## config.mk

```make
export PLATFORM = sky130hd
export DESIGN_NAME = hvm_route_ctrl
export DESIGN_NICKNAME = d
export VERILOG_FILES = /design/src/rtl/hvm_pkg.sv /design/src/rtl/hvm_route_ctrl.sv /design/src/rtl/hvm_pull_ctrl.sv /design/src/rtl/hvm_wake_detect.sv
export SDC_FILE = /design/constraint.sdc
export NUM_CORES = 1
export LEC_CHECK = 0
export ABC_AREA = 1
export BUFFER_PORTS_ARGS = -buffer_cell sky130_fd_sc_hd__buf_4
export CELL_PAD_IN_SITES_DETAIL_PLACEMENT = 2
export CELL_PAD_IN_SITES_GLOBAL_PLACEMENT = 2
export CORE_MARGIN = 10
export CORE_UTILIZATION = 30
export CTS_CLUSTER_SIZE = 24
export DETAILED_ROUTE_END_ITERATION = 12
export GPL_TIMING_DRIVEN = 0
export PLACE_DENSITY = 0.7
export SLEW_MARGIN = 20
export SYNTH_ARGS = -nofsm -noshare
export SYNTH_HDL_FRONTEND = slang
export SYNTH_HIERARCHICAL = 1
export SYNTH_SLANG_ARGS = --single-unit
```

## constraint.sdc

```tcl
create_clock -name core_clk -period 1.54 [get_ports core_clk]
set_input_delay 0.077 -clock core_clk [delete_from_list [all_inputs] [get_ports core_clk]]
set_output_delay 0.077 -clock core_clk [all_outputs]
set_load 0.02 [all_outputs]
```

## src/rtl/hvm_pkg.sv

```systemverilog
/*
  Package for the high-voltage measurement route control block.
  Holds register indices, field positions, reset values, mode and pin-function encodings.
  Assumes nothing beyond a SystemVerilog-2012 compiler.
*/
package hvm_pkg;

  // Operating modes as reported by the mode controller.
  localparam logic [2:0] MODE_INIT = 3'h0;
  localparam logic [2:0] MODE_NORMAL = 3'h1;
  localparam logic [2:0] MODE_STOP = 3'h2;
  localparam logic [2:0] MODE_SLEEP = 3'h3;
  localparam logic [2:0] MODE_RESTART = 3'h4;
  localparam logic [2:0] MODE_FAILSAFE = 3'h5;

  // Register indices on the plain register port.
  localparam int ADDR_W = 4;
  localparam logic [3:0] REG_MEAS_CTRL = 4'h0;
  localparam logic [3:0] REG_WAKE_PULL = 4'h1;
  localparam logic [3:0] REG_WAKE_CTRL = 4'h2;
  localparam logic [3:0] REG_GPIO_CFG = 4'h3;
  localparam logic [3:0] REG_WAKE_STAT0 = 4'h4;
  localparam logic [3:0] REG_WAKE_STAT1 = 4'h5;
  localparam logic [3:0] REG_WAKE_LVL = 4'h6;
  localparam logic [3:0] REG_STATUS = 4'h7;

  // Field positions.
  localparam int BIT_MEAS_EN = 0;
  localparam int BIT_WAKE_EN = 0;
  localparam int BIT_FO_TEST = 1;
  localparam int BIT_HV_WAKE = 0;
  localparam int BIT_GPIO_WAKE = 1;
  localparam int BIT_CMD_ERR = 0;
  localparam int BIT_SWITCH = 1;
  localparam int BIT_FAILSAFE_WK = 2;
  localparam int GPIO_FN_LSB = 0;
  localparam int PULL_HV_LSB = 0;
  localparam int PULL_GPIO_LSB = 2;

  // GPIO pin function encodings.
  localparam logic [2:0] GPIO_FN_FAILOUT = 3'h0;
  localparam logic [2:0] GPIO_FN_WAKE = 3'h5;
  localparam logic [2:0] GPIO_FN_OFF = 3'h6;

  // Pull encodings: 0 none, 1 down, 2 up, 3 automatic.
  localparam logic [1:0] PULL_NONE = 2'h0;
  localparam logic [1:0] PULL_DOWN = 2'h1;
  localparam logic [1:0] PULL_UP = 2'h2;

  // Reset values.
  localparam logic [7:0] RST_ZERO = 8'h00;
  localparam logic [7:0] RST_GPIO_CFG = 8'h00;

endpackage

```

## src/rtl/hvm_route_ctrl.sv

```systemverilog
/*
  High-voltage measurement route control: owns the measure enable, the route switch,
  gating of wake, GPIO and fail-output functions, pull currents and the related status.
  Assumes a mode controller supplies the operating mode and a sleep request pulse, and
  that software uses the plain register port (read data valid one cycle after the strobe).
*/
// Implementation choices: strobed register access and the register offsets.
// Overview of operation
// - After reset measurement is off and the route switch is open.
// - The switch closes only while measurement is enabled and the mode is Normal.
// - Entering Fail-Safe keeps the enable bit but forces the switch open.
// - With measurement off, Fail-Safe entry makes the high-voltage wake input a wake source.
// - Measurement on turns off pull currents on both pins.
// - Measurement on gates pin inputs and freezes wake and level status.
// - Pull, wake control and GPIO writes are stored but ineffective during measurement.
// - Wake enables stay writable but produce no wake-ups during measurement.
// - Sleep request with measurement on and only pin wake sources sets error and restarts.
// - Measurement on removes fail-output, its test, GPIO and wake functions.
// - Changing the GPIO pin function during measurement sets the command error flag.
// - Enable is refused with error unless the GPIO pin function is Off.
module hvm_route_ctrl
  import hvm_pkg::*;
(
  // Clock and reset
  input wire logic core_clk,
  input wire logic reset,
  // Register port
  input wire logic [ADDR_W-1:0] regAddr,
  input wire logic [7:0] regWdata,
  input wire logic regWrite,
  input wire logic regRead,
  output logic [7:0] regRdata,
  // Mode controller
  input wire logic [2:0] opMode,
  input wire logic sleepReq,
  input wire logic otherWakeSrc,
  output logic restartReq,
  output logic sleepGrant,
  // Pins
  input wire logic hvWakeIn,
  input wire logic gpioIn,
  output logic measureRouteSwitch,
  output logic hvPullUp,
  output logic hvPullDown,
  output logic gpioPullUp,
  output logic gpioPullDown,
  output logic failOutput,
  output logic gpioOut,
  output logic gpioOe,
  output logic wakeIrq
);

  // Configuration and status state.
  logic measEn_ff, nxt_measEn;
  logic [7:0] pull_ff, nxt_pull;
  logic [7:0] wakeCtrl_ff, nxt_wakeCtrl;
  logic [7:0] gpioCfg_ff, nxt_gpioCfg;
  logic [7:0] stat0_ff, nxt_stat0;
  logic [7:0] stat1_ff, nxt_stat1;
  logic [7:0] lvl_ff, nxt_lvl;
  logic cmdErr_ff, nxt_cmdErr;
  logic fsWake_ff, nxt_fsWake;
  logic [2:0] mode_ff;
  logic [7:0] rdata_ff, nxt_rdata;
  // Pin-function and handshake outputs, each from its own flip-flop.
  logic switch_ff, nxt_switch;
  logic restart_ff, nxt_restart;
  logic grant_ff, nxt_grant;
  logic fo_ff, nxt_fo;
  logic gOut_ff, nxt_gOut;
  logic gOe_ff, nxt_gOe;
  logic irq_ff, nxt_irq;
  // Per-pin results and decoded strobes.
  logic hvWakeEv, gpWakeEv, hvLvl, gpLvl, hvLvlOk, gpLvlOk;
  logic [2:0] gpioFn;
  logic wrMeas, wrGpio, failSafeEntry, errSet, errClr;

  // Decode a write strobe for one register index.
  function automatic logic wr_hit(
    input logic [ADDR_W-1:0] a,
    input logic [3:0] idx,
    input logic w
  );
    wr_hit = w && (a == idx);
  endfunction

  // Shared strobe and mode decodes; the mode is registered so entry lasts one cycle.
  assign gpioFn = gpioCfg_ff[GPIO_FN_LSB +: 3];
  assign wrMeas = wr_hit(regAddr, REG_MEAS_CTRL, regWrite);
  assign wrGpio = wr_hit(regAddr, REG_GPIO_CFG, regWrite);
  assign failSafeEntry = (opMode == MODE_FAILSAFE) && (mode_ff != MODE_FAILSAFE);

  // Per-pin wake detection; the gate blocks events and level updates while the reference keeps tracking.
  hvm_wake_detect uHvWake (
    .core_clk(core_clk),
    .reset(reset),
    .pinIn(hvWakeIn),
    .wakeEn(wakeCtrl_ff[BIT_WAKE_EN] || fsWake_ff),
    .gateOn(measEn_ff),
    .wakeEvent(hvWakeEv),
    .levelOut(hvLvl),
    .levelValid(hvLvlOk)
  );

  // Both pins share one gate, so they leave measurement in the same cycle.
  hvm_wake_detect uGpioWake (
    .core_clk(core_clk),
    .reset(reset),
    .pinIn(gpioIn),
    .wakeEn(gpioFn == GPIO_FN_WAKE),
    .gateOn(measEn_ff),
    .wakeEvent(gpWakeEv),
    .levelOut(gpLvl),
    .levelValid(gpLvlOk)
  );

  // Pull-current decoders; the stored setting stays but is overridden.
  hvm_pull_ctrl uHvPull (
    .core_clk(core_clk),
    .reset(reset),
    .pullSel(pull_ff[PULL_HV_LSB +: 2]),
    .levelIn(hvWakeIn),
    .measOn(measEn_ff),
    .pullUpEn(hvPullUp),
    .pullDownEn(hvPullDown)
  );

  hvm_pull_ctrl uGpioPull (
    .core_clk(core_clk),
    .reset(reset),
    .pullSel(pull_ff[PULL_GPIO_LSB +: 2]),
    .levelIn(gpioIn),
    .measOn(measEn_ff),
    .pullUpEn(gpioPullUp),
    .pullDownEn(gpioPullDown)
  );

  // Command error: set wins over a software clear (write one to clear).
  // Each refusal only raises the flag; what happens to the write itself is decided below.
  always_comb
  begin
    errClr = wr_hit(regAddr, REG_STATUS, regWrite) && regWdata[BIT_CMD_ERR];
    errSet = 1'b0;
    if (wrMeas && regWdata[BIT_MEAS_EN] && !measEn_ff && gpioFn != GPIO_FN_OFF)
      errSet = 1'b1;
    if (wrGpio && measEn_ff && regWdata[GPIO_FN_LSB +: 3] != gpioFn)
      errSet = 1'b1;
    if (sleepReq && measEn_ff && !otherWakeSrc)
      errSet = 1'b1;
    nxt_cmdErr = errSet || (cmdErr_ff && !errClr);
  end

  // Configuration registers: pull, wake and GPIO writes always land, effect is gated elsewhere.
  // A refused enable leaves the bit at zero, so a retry after switching the pin Off works.
  always_comb
  begin
    nxt_measEn = measEn_ff;
    nxt_pull = pull_ff;
    nxt_wakeCtrl = wakeCtrl_ff;
    nxt_gpioCfg = gpioCfg_ff;
    if (wrMeas)
    begin
      if (!regWdata[BIT_MEAS_EN])
        nxt_measEn = 1'b0;
      else if (gpioFn == GPIO_FN_OFF)
        nxt_measEn = 1'b1;
    end
    if (wr_hit(regAddr, REG_WAKE_PULL, regWrite))
      nxt_pull = regWdata;
    if (wr_hit(regAddr, REG_WAKE_CTRL, regWrite))
      nxt_wakeCtrl = regWdata;
    if (wrGpio)
      nxt_gpioCfg = regWdata;
  end

  // Wake status: sticky, set wins over write-one-to-clear; level status follows the pin; both frozen when gated.
  // Hardware sets come after the clears, so an event in the clearing cycle is never lost.
  always_comb
  begin
    nxt_stat0 = stat0_ff;
    nxt_stat1 = stat1_ff;
    nxt_lvl = lvl_ff;
    if (wr_hit(regAddr, REG_WAKE_STAT0, regWrite))
      nxt_stat0 = stat0_ff & ~regWdata;
    if (wr_hit(regAddr, REG_WAKE_STAT1, regWrite))
      nxt_stat1 = stat1_ff & ~regWdata;
    if (hvWakeEv)
      nxt_stat0[BIT_HV_WAKE] = 1'b1;
    if (gpWakeEv)
      nxt_stat1[BIT_GPIO_WAKE] = 1'b1;
    if (hvLvlOk)
      nxt_lvl[BIT_HV_WAKE] = hvLvl;
    if (gpLvlOk)
      nxt_lvl[BIT_GPIO_WAKE] = gpLvl;
  end

  // Fail-Safe wake activation, held until Fail-Safe is left.
  // It is cleared by leaving the mode, not by software, so no write can cancel it early.
  always_comb
  begin
    nxt_fsWake = fsWake_ff;
    if (failSafeEntry && !measEn_ff)
      nxt_fsWake = 1'b1;
    else if (opMode != MODE_FAILSAFE)
      nxt_fsWake = 1'b0;
  end

  // Pin outputs: switch follows enable and mode every cycle; functions gated by measurement.
  // The live mode is used, not mode_ff, so the switch opens one cycle after Normal is left.
  // Only the fail-output function drives the pin here; other GPIO functions lie elsewhere.
  always_comb
  begin
    nxt_switch = measEn_ff && (opMode == MODE_NORMAL);
    nxt_fo = !measEn_ff && (gpioFn == GPIO_FN_FAILOUT)
             && ((opMode == MODE_FAILSAFE) || wakeCtrl_ff[BIT_FO_TEST]);
    nxt_gOe = !measEn_ff && (gpioFn == GPIO_FN_FAILOUT);
    nxt_gOut = nxt_fo;
    nxt_irq = hvWakeEv || gpWakeEv;
    nxt_restart = sleepReq && measEn_ff && !otherWakeSrc;
    nxt_grant = sleepReq && !(measEn_ff && !otherWakeSrc);
  end

  // Register read data, one cycle after the strobe.
  // Reads have no side effects, so a polling host cannot lose a flag.
  always_comb
  begin
    nxt_rdata = RST_ZERO;
    if (regRead)
    begin
      case (regAddr)
        REG_MEAS_CTRL: nxt_rdata[BIT_MEAS_EN] = measEn_ff;
        REG_WAKE_PULL: nxt_rdata = pull_ff;
        REG_WAKE_CTRL: nxt_rdata = wakeCtrl_ff;
        REG_GPIO_CFG: nxt_rdata = gpioCfg_ff;
        REG_WAKE_STAT0: nxt_rdata = stat0_ff;
        REG_WAKE_STAT1: nxt_rdata = stat1_ff;
        REG_WAKE_LVL: nxt_rdata = lvl_ff;
        REG_STATUS:
        begin
          nxt_rdata[BIT_CMD_ERR] = cmdErr_ff;
          nxt_rdata[BIT_SWITCH] = switch_ff;
          nxt_rdata[BIT_FAILSAFE_WK] = fsWake_ff;
        end
        default: nxt_rdata = RST_ZERO;
      endcase
    end
  end

  // All state registers; reset leaves measurement off and the switch open.
  // Only constants appear in the reset branch, keeping the asynchronous path free of logic.
  always_ff @(posedge core_clk or posedge reset)
  begin
    if (reset)
    begin
      measEn_ff <= 1'b0;
      switch_ff <= 1'b0;
      pull_ff <= RST_ZERO;
      wakeCtrl_ff <= RST_ZERO;
      gpioCfg_ff <= RST_GPIO_CFG;
      stat0_ff <= RST_ZERO;
      stat1_ff <= RST_ZERO;
      lvl_ff <= RST_ZERO;
      cmdErr_ff <= 1'b0;
      fsWake_ff <= 1'b0;
      mode_ff <= MODE_INIT;
      rdata_ff <= RST_ZERO;
      restart_ff <= 1'b0;
      grant_ff <= 1'b0;
      fo_ff <= 1'b0;
      gOut_ff <= 1'b0;
      gOe_ff <= 1'b0;
      irq_ff <= 1'b0;
    end
    else
    begin
      measEn_ff <= nxt_measEn;
      switch_ff <= nxt_switch;
      pull_ff <= nxt_pull;
      wakeCtrl_ff <= nxt_wakeCtrl;
      gpioCfg_ff <= nxt_gpioCfg;
      stat0_ff <= nxt_stat0;
      stat1_ff <= nxt_stat1;
      lvl_ff <= nxt_lvl;
      cmdErr_ff <= nxt_cmdErr;
      fsWake_ff <= nxt_fsWake;
      mode_ff <= opMode;
      rdata_ff <= nxt_rdata;
      restart_ff <= nxt_restart;
      grant_ff <= nxt_grant;
      fo_ff <= nxt_fo;
      gOut_ff <= nxt_gOut;
      gOe_ff <= nxt_gOe;
      irq_ff <= nxt_irq;
    end
  end

  // Ports read the flip-flops directly, so no output carries a combinational glitch.
  assign regRdata = rdata_ff;
  assign measureRouteSwitch = switch_ff;
  assign restartReq = restart_ff;
  assign sleepGrant = grant_ff;
  assign failOutput = fo_ff;
  assign gpioOut = gOut_ff;
  assign gpioOe = gOe_ff;
  assign wakeIrq = irq_ff;

endmodule

```

## src/rtl/hvm_pull_ctrl.sv

```systemverilog
/*
  Pull-current decoder for one high-voltage pin.
  Assumes the pull setting and the measure state are registered upstream.
*/
module hvm_pull_ctrl
  import hvm_pkg::*;
(
  // Clock and reset
  input wire logic core_clk,
  input wire logic reset,
  // Setting and override
  input wire logic [1:0] pullSel,
  input wire logic levelIn,
  input wire logic measOn,
  // Pull current enables
  output logic pullUpEn,
  output logic pullDownEn
);

  logic pullUp_ff;
  logic pullDown_ff;
  logic nxt_pullUp;
  logic nxt_pullDown;

  // Automatic mode pulls toward the present level; measurement kills both currents.
  always_comb
  begin
    nxt_pullUp = 1'b0;
    nxt_pullDown = 1'b0;
    if (!measOn)
    begin
      case (pullSel)
        PULL_NONE: nxt_pullUp = 1'b0;
        PULL_DOWN: nxt_pullDown = 1'b1;
        PULL_UP: nxt_pullUp = 1'b1;
        default:
        begin
          nxt_pullUp = levelIn;
          nxt_pullDown = !levelIn;
        end
      endcase
    end
  end

  // Registered so the top can pass these straight to its ports.
  always_ff @(posedge core_clk or posedge reset)
  begin
    if (reset)
    begin
      pullUp_ff <= 1'b0;
      pullDown_ff <= 1'b0;
    end
    else
    begin
      pullUp_ff <= nxt_pullUp;
      pullDown_ff <= nxt_pullDown;
    end
  end

  assign pullUpEn = pullUp_ff;
  assign pullDownEn = pullDown_ff;

endmodule

```

## src/rtl/hvm_wake_detect.sv

```systemverilog
/*
  Edge-to-wake detector for one pin, gated by the measurement function.
  Assumes pin inputs are synchronous to core_clk.
*/
module hvm_wake_detect
  import hvm_pkg::*;
(
  // Clock and reset
  input wire logic core_clk,
  input wire logic reset,
  // Pin and control
  input wire logic pinIn,
  input wire logic wakeEn,
  input wire logic gateOn,
  // Results
  output logic wakeEvent,
  output logic levelOut,
  output logic levelValid
);

  logic prev_ff;
  logic nxt_prev;

  // Track the pin even while gated, so lifting the gate never shows a stale edge.
  always_comb
  begin
    nxt_prev = pinIn;
  end

  always_ff @(posedge core_clk or posedge reset)
  begin
    if (reset)
      prev_ff <= 1'b0;
    else
      prev_ff <= nxt_prev;
  end

  assign wakeEvent = wakeEn && !gateOn && (pinIn != prev_ff);
  assign levelOut = pinIn;
  assign levelValid = !gateOn;

endmodule

```

# After elaboration in Yosys (flattened, before gate mapping)
# Index checks and enable logic that the tools add are counted.
# classes
n_eq_ne	22
n_reduce_logical	49
muxes	23
bitwise_logic	3
# op_table
cell	n
$logic_and 1x1->1	27
$pmux 5 s5	1
$and 8x8->8	2
$eq 4x3->1 const B	4
$mux 1	14
$pmux 2 s7	1
$eq 3x3->1 const B	3
$ne 3x3->1 const B	3
$eq 4x2->1 const B	2
$mux 8	1
$not 8->8	1
$pmux 1 s2	4
$pmux 1 s8	1
$reduce_or 2->1	4
$logic_not 1->1	6
$reduce_bool 2->1	3
$eq 2x1->1 const B	2
$eq 2x2->1 const B	2
$eq 4x1->1 const B	1
$logic_not 2->1	2
$logic_not 4->1	1
$logic_or 1x1->1	4
$eq 3x1->1 const B	1
$logic_not 3->1	1
5 further kinds	6
# totals
input_bits	23
elab_cells	122
regBits	68
out_inout_bits	19

# Longest topological paths before layout
# logic_depth
word_depth	9
ltp_mapped	8
mapped_depth_nobuf	8

# Hierarchy
# The synthesis kept the hierarchy.
# modules_own_cells
module	area_each_um2	cells_per_inst	n_inst	seq_area_each_um2
hvm_route_ctrl	2820.2	299	1	1551.5
hvm_pull_ctrl	87.6	12	2	50.0
hvm_wake_detect	68.8	11	2	25.0

# Least setup slack after synthesis
# Ideal clock, no wire load.
# synth_path
kind	flip-flop to flip-flop
start	register measEn_ff
end	register lvl_ff[0]
path_buffers	0
path_stages_with_launch	3
synth_period_minus_slack_ps	980
setup_slack_ps	560
setup_ps	125
t_arrival_ps	855
required_time_ps	1415
cell_sequence	dfrtp_1 -> inv_1 -> mux2_2
# synth_lines
item	line_no	text
start, declared	hvm_route_ctrl.sv:54	logic measEn_ff, nxt_measEn;
start signal, assigned	hvm_route_ctrl.sv:276	measEn_ff <= nxt_measEn;
end signal, assigned	hvm_route_ctrl.sv:283	lvl_ff <= nxt_lvl;
end, declared	hvm_route_ctrl.sv:60	logic [7:0] lvl_ff, nxt_lvl;
# No word-level cell between the ends.

# Worst setup path in the final report
# layout_path
start	register measEn_ff
end	register cmdErr_ff
# layout_between
elab_cells_between_ends	11
classes_between	mux: 3; reduce/logical: 8
# layout_lines
item	line_no	text
$logic_and 1x1->1 (2 in series)	--	
net nxt_restart	hvm_route_ctrl.sv:67	logic restart_ff, nxt_restart;
$mux 1	hvm_route_ctrl.sv:148	if (sleepReq && measEn_ff && !otherWakeSrc)
$logic_or 1x1->1	hvm_route_ctrl.sv:150	nxt_cmdErr = errSet || (cmdErr_ff && !errClr);
net nxt_cmdErr	hvm_route_ctrl.sv:61	logic cmdErr_ff, nxt_cmdErr;
end signal, assigned	hvm_route_ctrl.sv:284	cmdErr_ff <= nxt_cmdErr;
end, declared	hvm_route_ctrl.sv:61	
# The timed path passes the listed nets, and every way through them passes these cells.
# A chain may end at the register's enable or synchronous reset.

==> impl_metrics.json <==
{
  "ant_nets": 0,
  "synthAdderAreaFrac_pct": 0,
  "setup_violations": 0,
  "place.gp.congestion": 0.787,
  "yosys.area_share.simple_pct": 23.6,
  "vdd_drop_max_mv": 0.429,
  "cap_violations": 0,
  "vias_per_cell": 4.69,
  "core_area_um2": 10200,
  "synth-xor-area-share_pct": 0.839,
  "cts_tree": "yes",
  "cts_setup_buffers": 0,
  "n_antenna_cell": 0,
  "fmax_mhz": 771,
  "chipHeight_um": 122,
  "min_path_cells": 4,
  "ys_seq_area_share_pct": 54.3,
  "whs_ns": 0.0367,
  "crit_path_max_fanout": 9,
  "final_cell_mix": "nand2_1, dfrtp_1, buf_4, inv_1, nand3_1",
  "grt_pass1_wl_um": 15900,
  "status": "completed",
  "clock-root-buffer": "clkbuf_8",
  "grt_max_degree": 30,
  "finalCritPeriodShare_pct": 84.3,
  "numCtsBuffers": 9,
  "finalClockSkew_ns": 0.0126,
  "switching_share_pct": 29.7,
  "yosys.area.top_type": "dfrtp_1",
  "syn_nets": 368,
  "grt-ovfl-total": 0,
  "wirelength_um": 9900,
  "grt_pass1_vias": 2878,
  "crit_chain": "inv_1 -> nor3_1 -> a21oi_1 -> nand3_1",
  "slew_viol_final": 0,
  "required_ns": 1.83,
  "fin_nets": 437,
  "wl_per_cell_um": 17.9,
  "path_class": "reg -> reg",
  "power_frac_clock_pct": 32.4,
  "tightestPinTransition_ns": 0.441,
  "clk_pin_slew_ns": 0.08,
  "area_delta_synth_final_pct": 27.7,
  "arrival_ns": 1.59,
  "io_buffers": 41,
  "rrSetupSlack_ns": 0.24,
  "synth_area_leaders": "dfrtp_1, nand2_1, nand3_1, o21ai_2, inv_1",
  "p_int_mw": 3.13,
  "layoutNonFillerInstCount": 554,
  "rsz0062_at_grt": "false",
  "synth_compound_area_share_pct": 11.8,
  "slowest_delay_ns": 0.61,
  "placedInstanceArea_um2": 3660,
  "fp-row-count": 37,
  "initial_core_util_pct": 30.6,
  "synth_seq_cells": 68,
  "cp-end-kind": "register",
  "slew_headroom_pct": 70.5,
  "synth_top_family_by_area": "simple AND/OR/NAND/NOR gates",
  "cts_sinks": 68,
  "drcViolationCount": 0,
  "dp.final_hpwl_um": 7210,
  "hold_violations": 0,
  "fin_total_pwr_mw": 4.44,
  "r2r_cells": 4,
  "track_usage_pct": 14.0,
  "first_pass_iters": 4,
  "p_sw_mw": 1.32,
  "fillerInstances": 1125,
  "combinationalPowerShare_pct": 18.6,
  "syn_area_um2": 3130,
  "placedCellCount": 524,
  "worstHoldEndpoint": "stat0_ff[0]$_DFFE_PP0P_",
  "min_path_type": "in -> reg",
  "ys.warnings.count": 6,
  "syn_inst": 345,
  "final_area_um2": 4000,
  "ios": 42,
  "antenna_found_initial": 0,
  "cts.htree.levels": 3,
  "fin_crit_ns": 1.30,
  "drive_above_1_share_pct": 27.5,
  "hold_path_startpoint": "regWdata[0]",
  "reg2reg_to": "cmdErr_ff$_DFF_PP0_",
  "powerDensity_nw_per_um2": 1110,
  "leakagePower_nw": 2.00,
  "synth_top_area_share_pct": 54.3,
  "die_w_um": 122,
  "muxShareOfSynthArea_pct": 0.719,
  "fin_tns_setup_ns": 0,
  "num_vias": 2596,
  "clk_path_buf_depth": 2,
  "die_area_um2": 14900,
  "dr.first_iter.drc_count": 157,
  "synth_cell_types": 26,
  "avgSynthCellArea_um2": 9.08,
  "cpMaxStageDelayCell": "dfrtp_1",
  "seqPwrFrac_pct": 49.0,
  "startpoint_type": "register",
  "r2r_start": "measEn_ff$_DFFE_PP0P_",
  "clkLatencyLatePin_ns": 0.35
}
[flip-flops by register name (all words and copies together), names as in the netlist, 2 cells and up]
register,flops
gpioCfg_ff,8
pull_ff,8
regRdata,8
stat0_ff,8
stat1_ff,8
wakeCtrl_ff,8
mode_ff,3
lvl_ff,2
[worst max-delay path by stage]
stage / start / slack [ns] / end
after floorplan: measEn_ff$_DFFE_PP0P_ / 0.56 / lvl_ff[0]$_DFFE_PP0P_
after global placement: regAddr[0] / 0.1 / stat0_ff[0]$_DFFE_PP0P_
after detailed placement: regAddr[0] / 0.11 / stat0_ff[0]$_DFFE_PP0P_
after CTS: measEn_ff$_DFFE_PP0P_ / 0.18 / cmdErr_ff$_DFF_PP0_
after global routing: measEn_ff$_DFFE_PP0P_ / 0.08 / cmdErr_ff$_DFF_PP0_
final: measEn_ff$_DFFE_PP0P_ / 0.24 / cmdErr_ff$_DFF_PP0_
[worst max-delay path: cells and delay by family (launching register included)]
kind	cells	cell delay (ns)
AND/OR/NAND/NOR	2	0.36
buffers and inverters	1	0.20
AO/OA/AOI/OAI	1	0.08
flip-flops	1	0.61
[kinds of logic (layout without fill, tap and decap cells)]
family	count (synthesis)	in the layout
multiplexers	2	2
buffers and inverters	59	132
AND/OR/NAND/NOR	162	162
AO/OA/AOI/OAI	51	51
flip-flops	68	68
XOR/XNOR	3	3
[synthesized netlist by cell type (all sizes together)]
cell type / count
nand3: 44
a31oi: 1
o21ai: 30
o21a: 4
a21boi: 5
a21oi: 11
nand3b: 1
nand2: 73
or2: 1
dfrtp: 68
nor3: 1
nor2: 42
buf: 11
inv: 48
xnor2: 3
mux2: 2
[through the flow]
step,utilization [%],setup slack [ns]
2_1_floorplan,-,0.560
3_3_place_gp,35.3,0.0996
3_5_place_dp,35.8,0.108
4_1_cts,39.1,0.179
5_1_grt,39.1,0.0818
6_report,39.1,0.242
[routing by layer]
| metal | track usage, % | routed length [um] | vias up |
|---|---|---|---|
| met2 | 23.5 | 4910 | 47 |
| met4 | 5.23 | 163 | 0 |
| met3 | 3.15 | 449 | 12 |
| met1 | 17.1 | 4380 | 1313 |
| met5 | 0 | 0 | - |
| li1 | - | - | 1224 |
[power by group through the flow]
stage	registers, mW	clock network (mW)	logic, mW
after floorplan	2.23	0	0.447
after global placement	2.20	0	0.763
after detailed placement	2.21	0	0.813
after CTS	2.18	1.48	0.846
after global routing	2.21	1.56	0.929
final	2.18	1.44	0.827
[final cells by class]
type | count | area (um^2) | area share, %
clock inverters | 1 | 5.00 | 0.125
clock buffers | 14 | 183 | 4.57
plain buffers | 11 | 95.1 | 2.38
inverters | 48 | 184 | 4.60
flip-flops and latches | 68 | 1700 | 42.5
repair buffers | 58 | 505 | 12.6
multi-input cells | 218 | 1160 | 28.9
well taps | 136 | 170 | 4.25
[repair_timing]
| action | 4_1_cts | 5_1_grt |
|---|---|---|
| hold buffers | 15 | 0 |
| hold endpoints to repair | 40 | 0 |
| resized for setup | 0 | 0 |
Power figures use the tool's default switching activity.
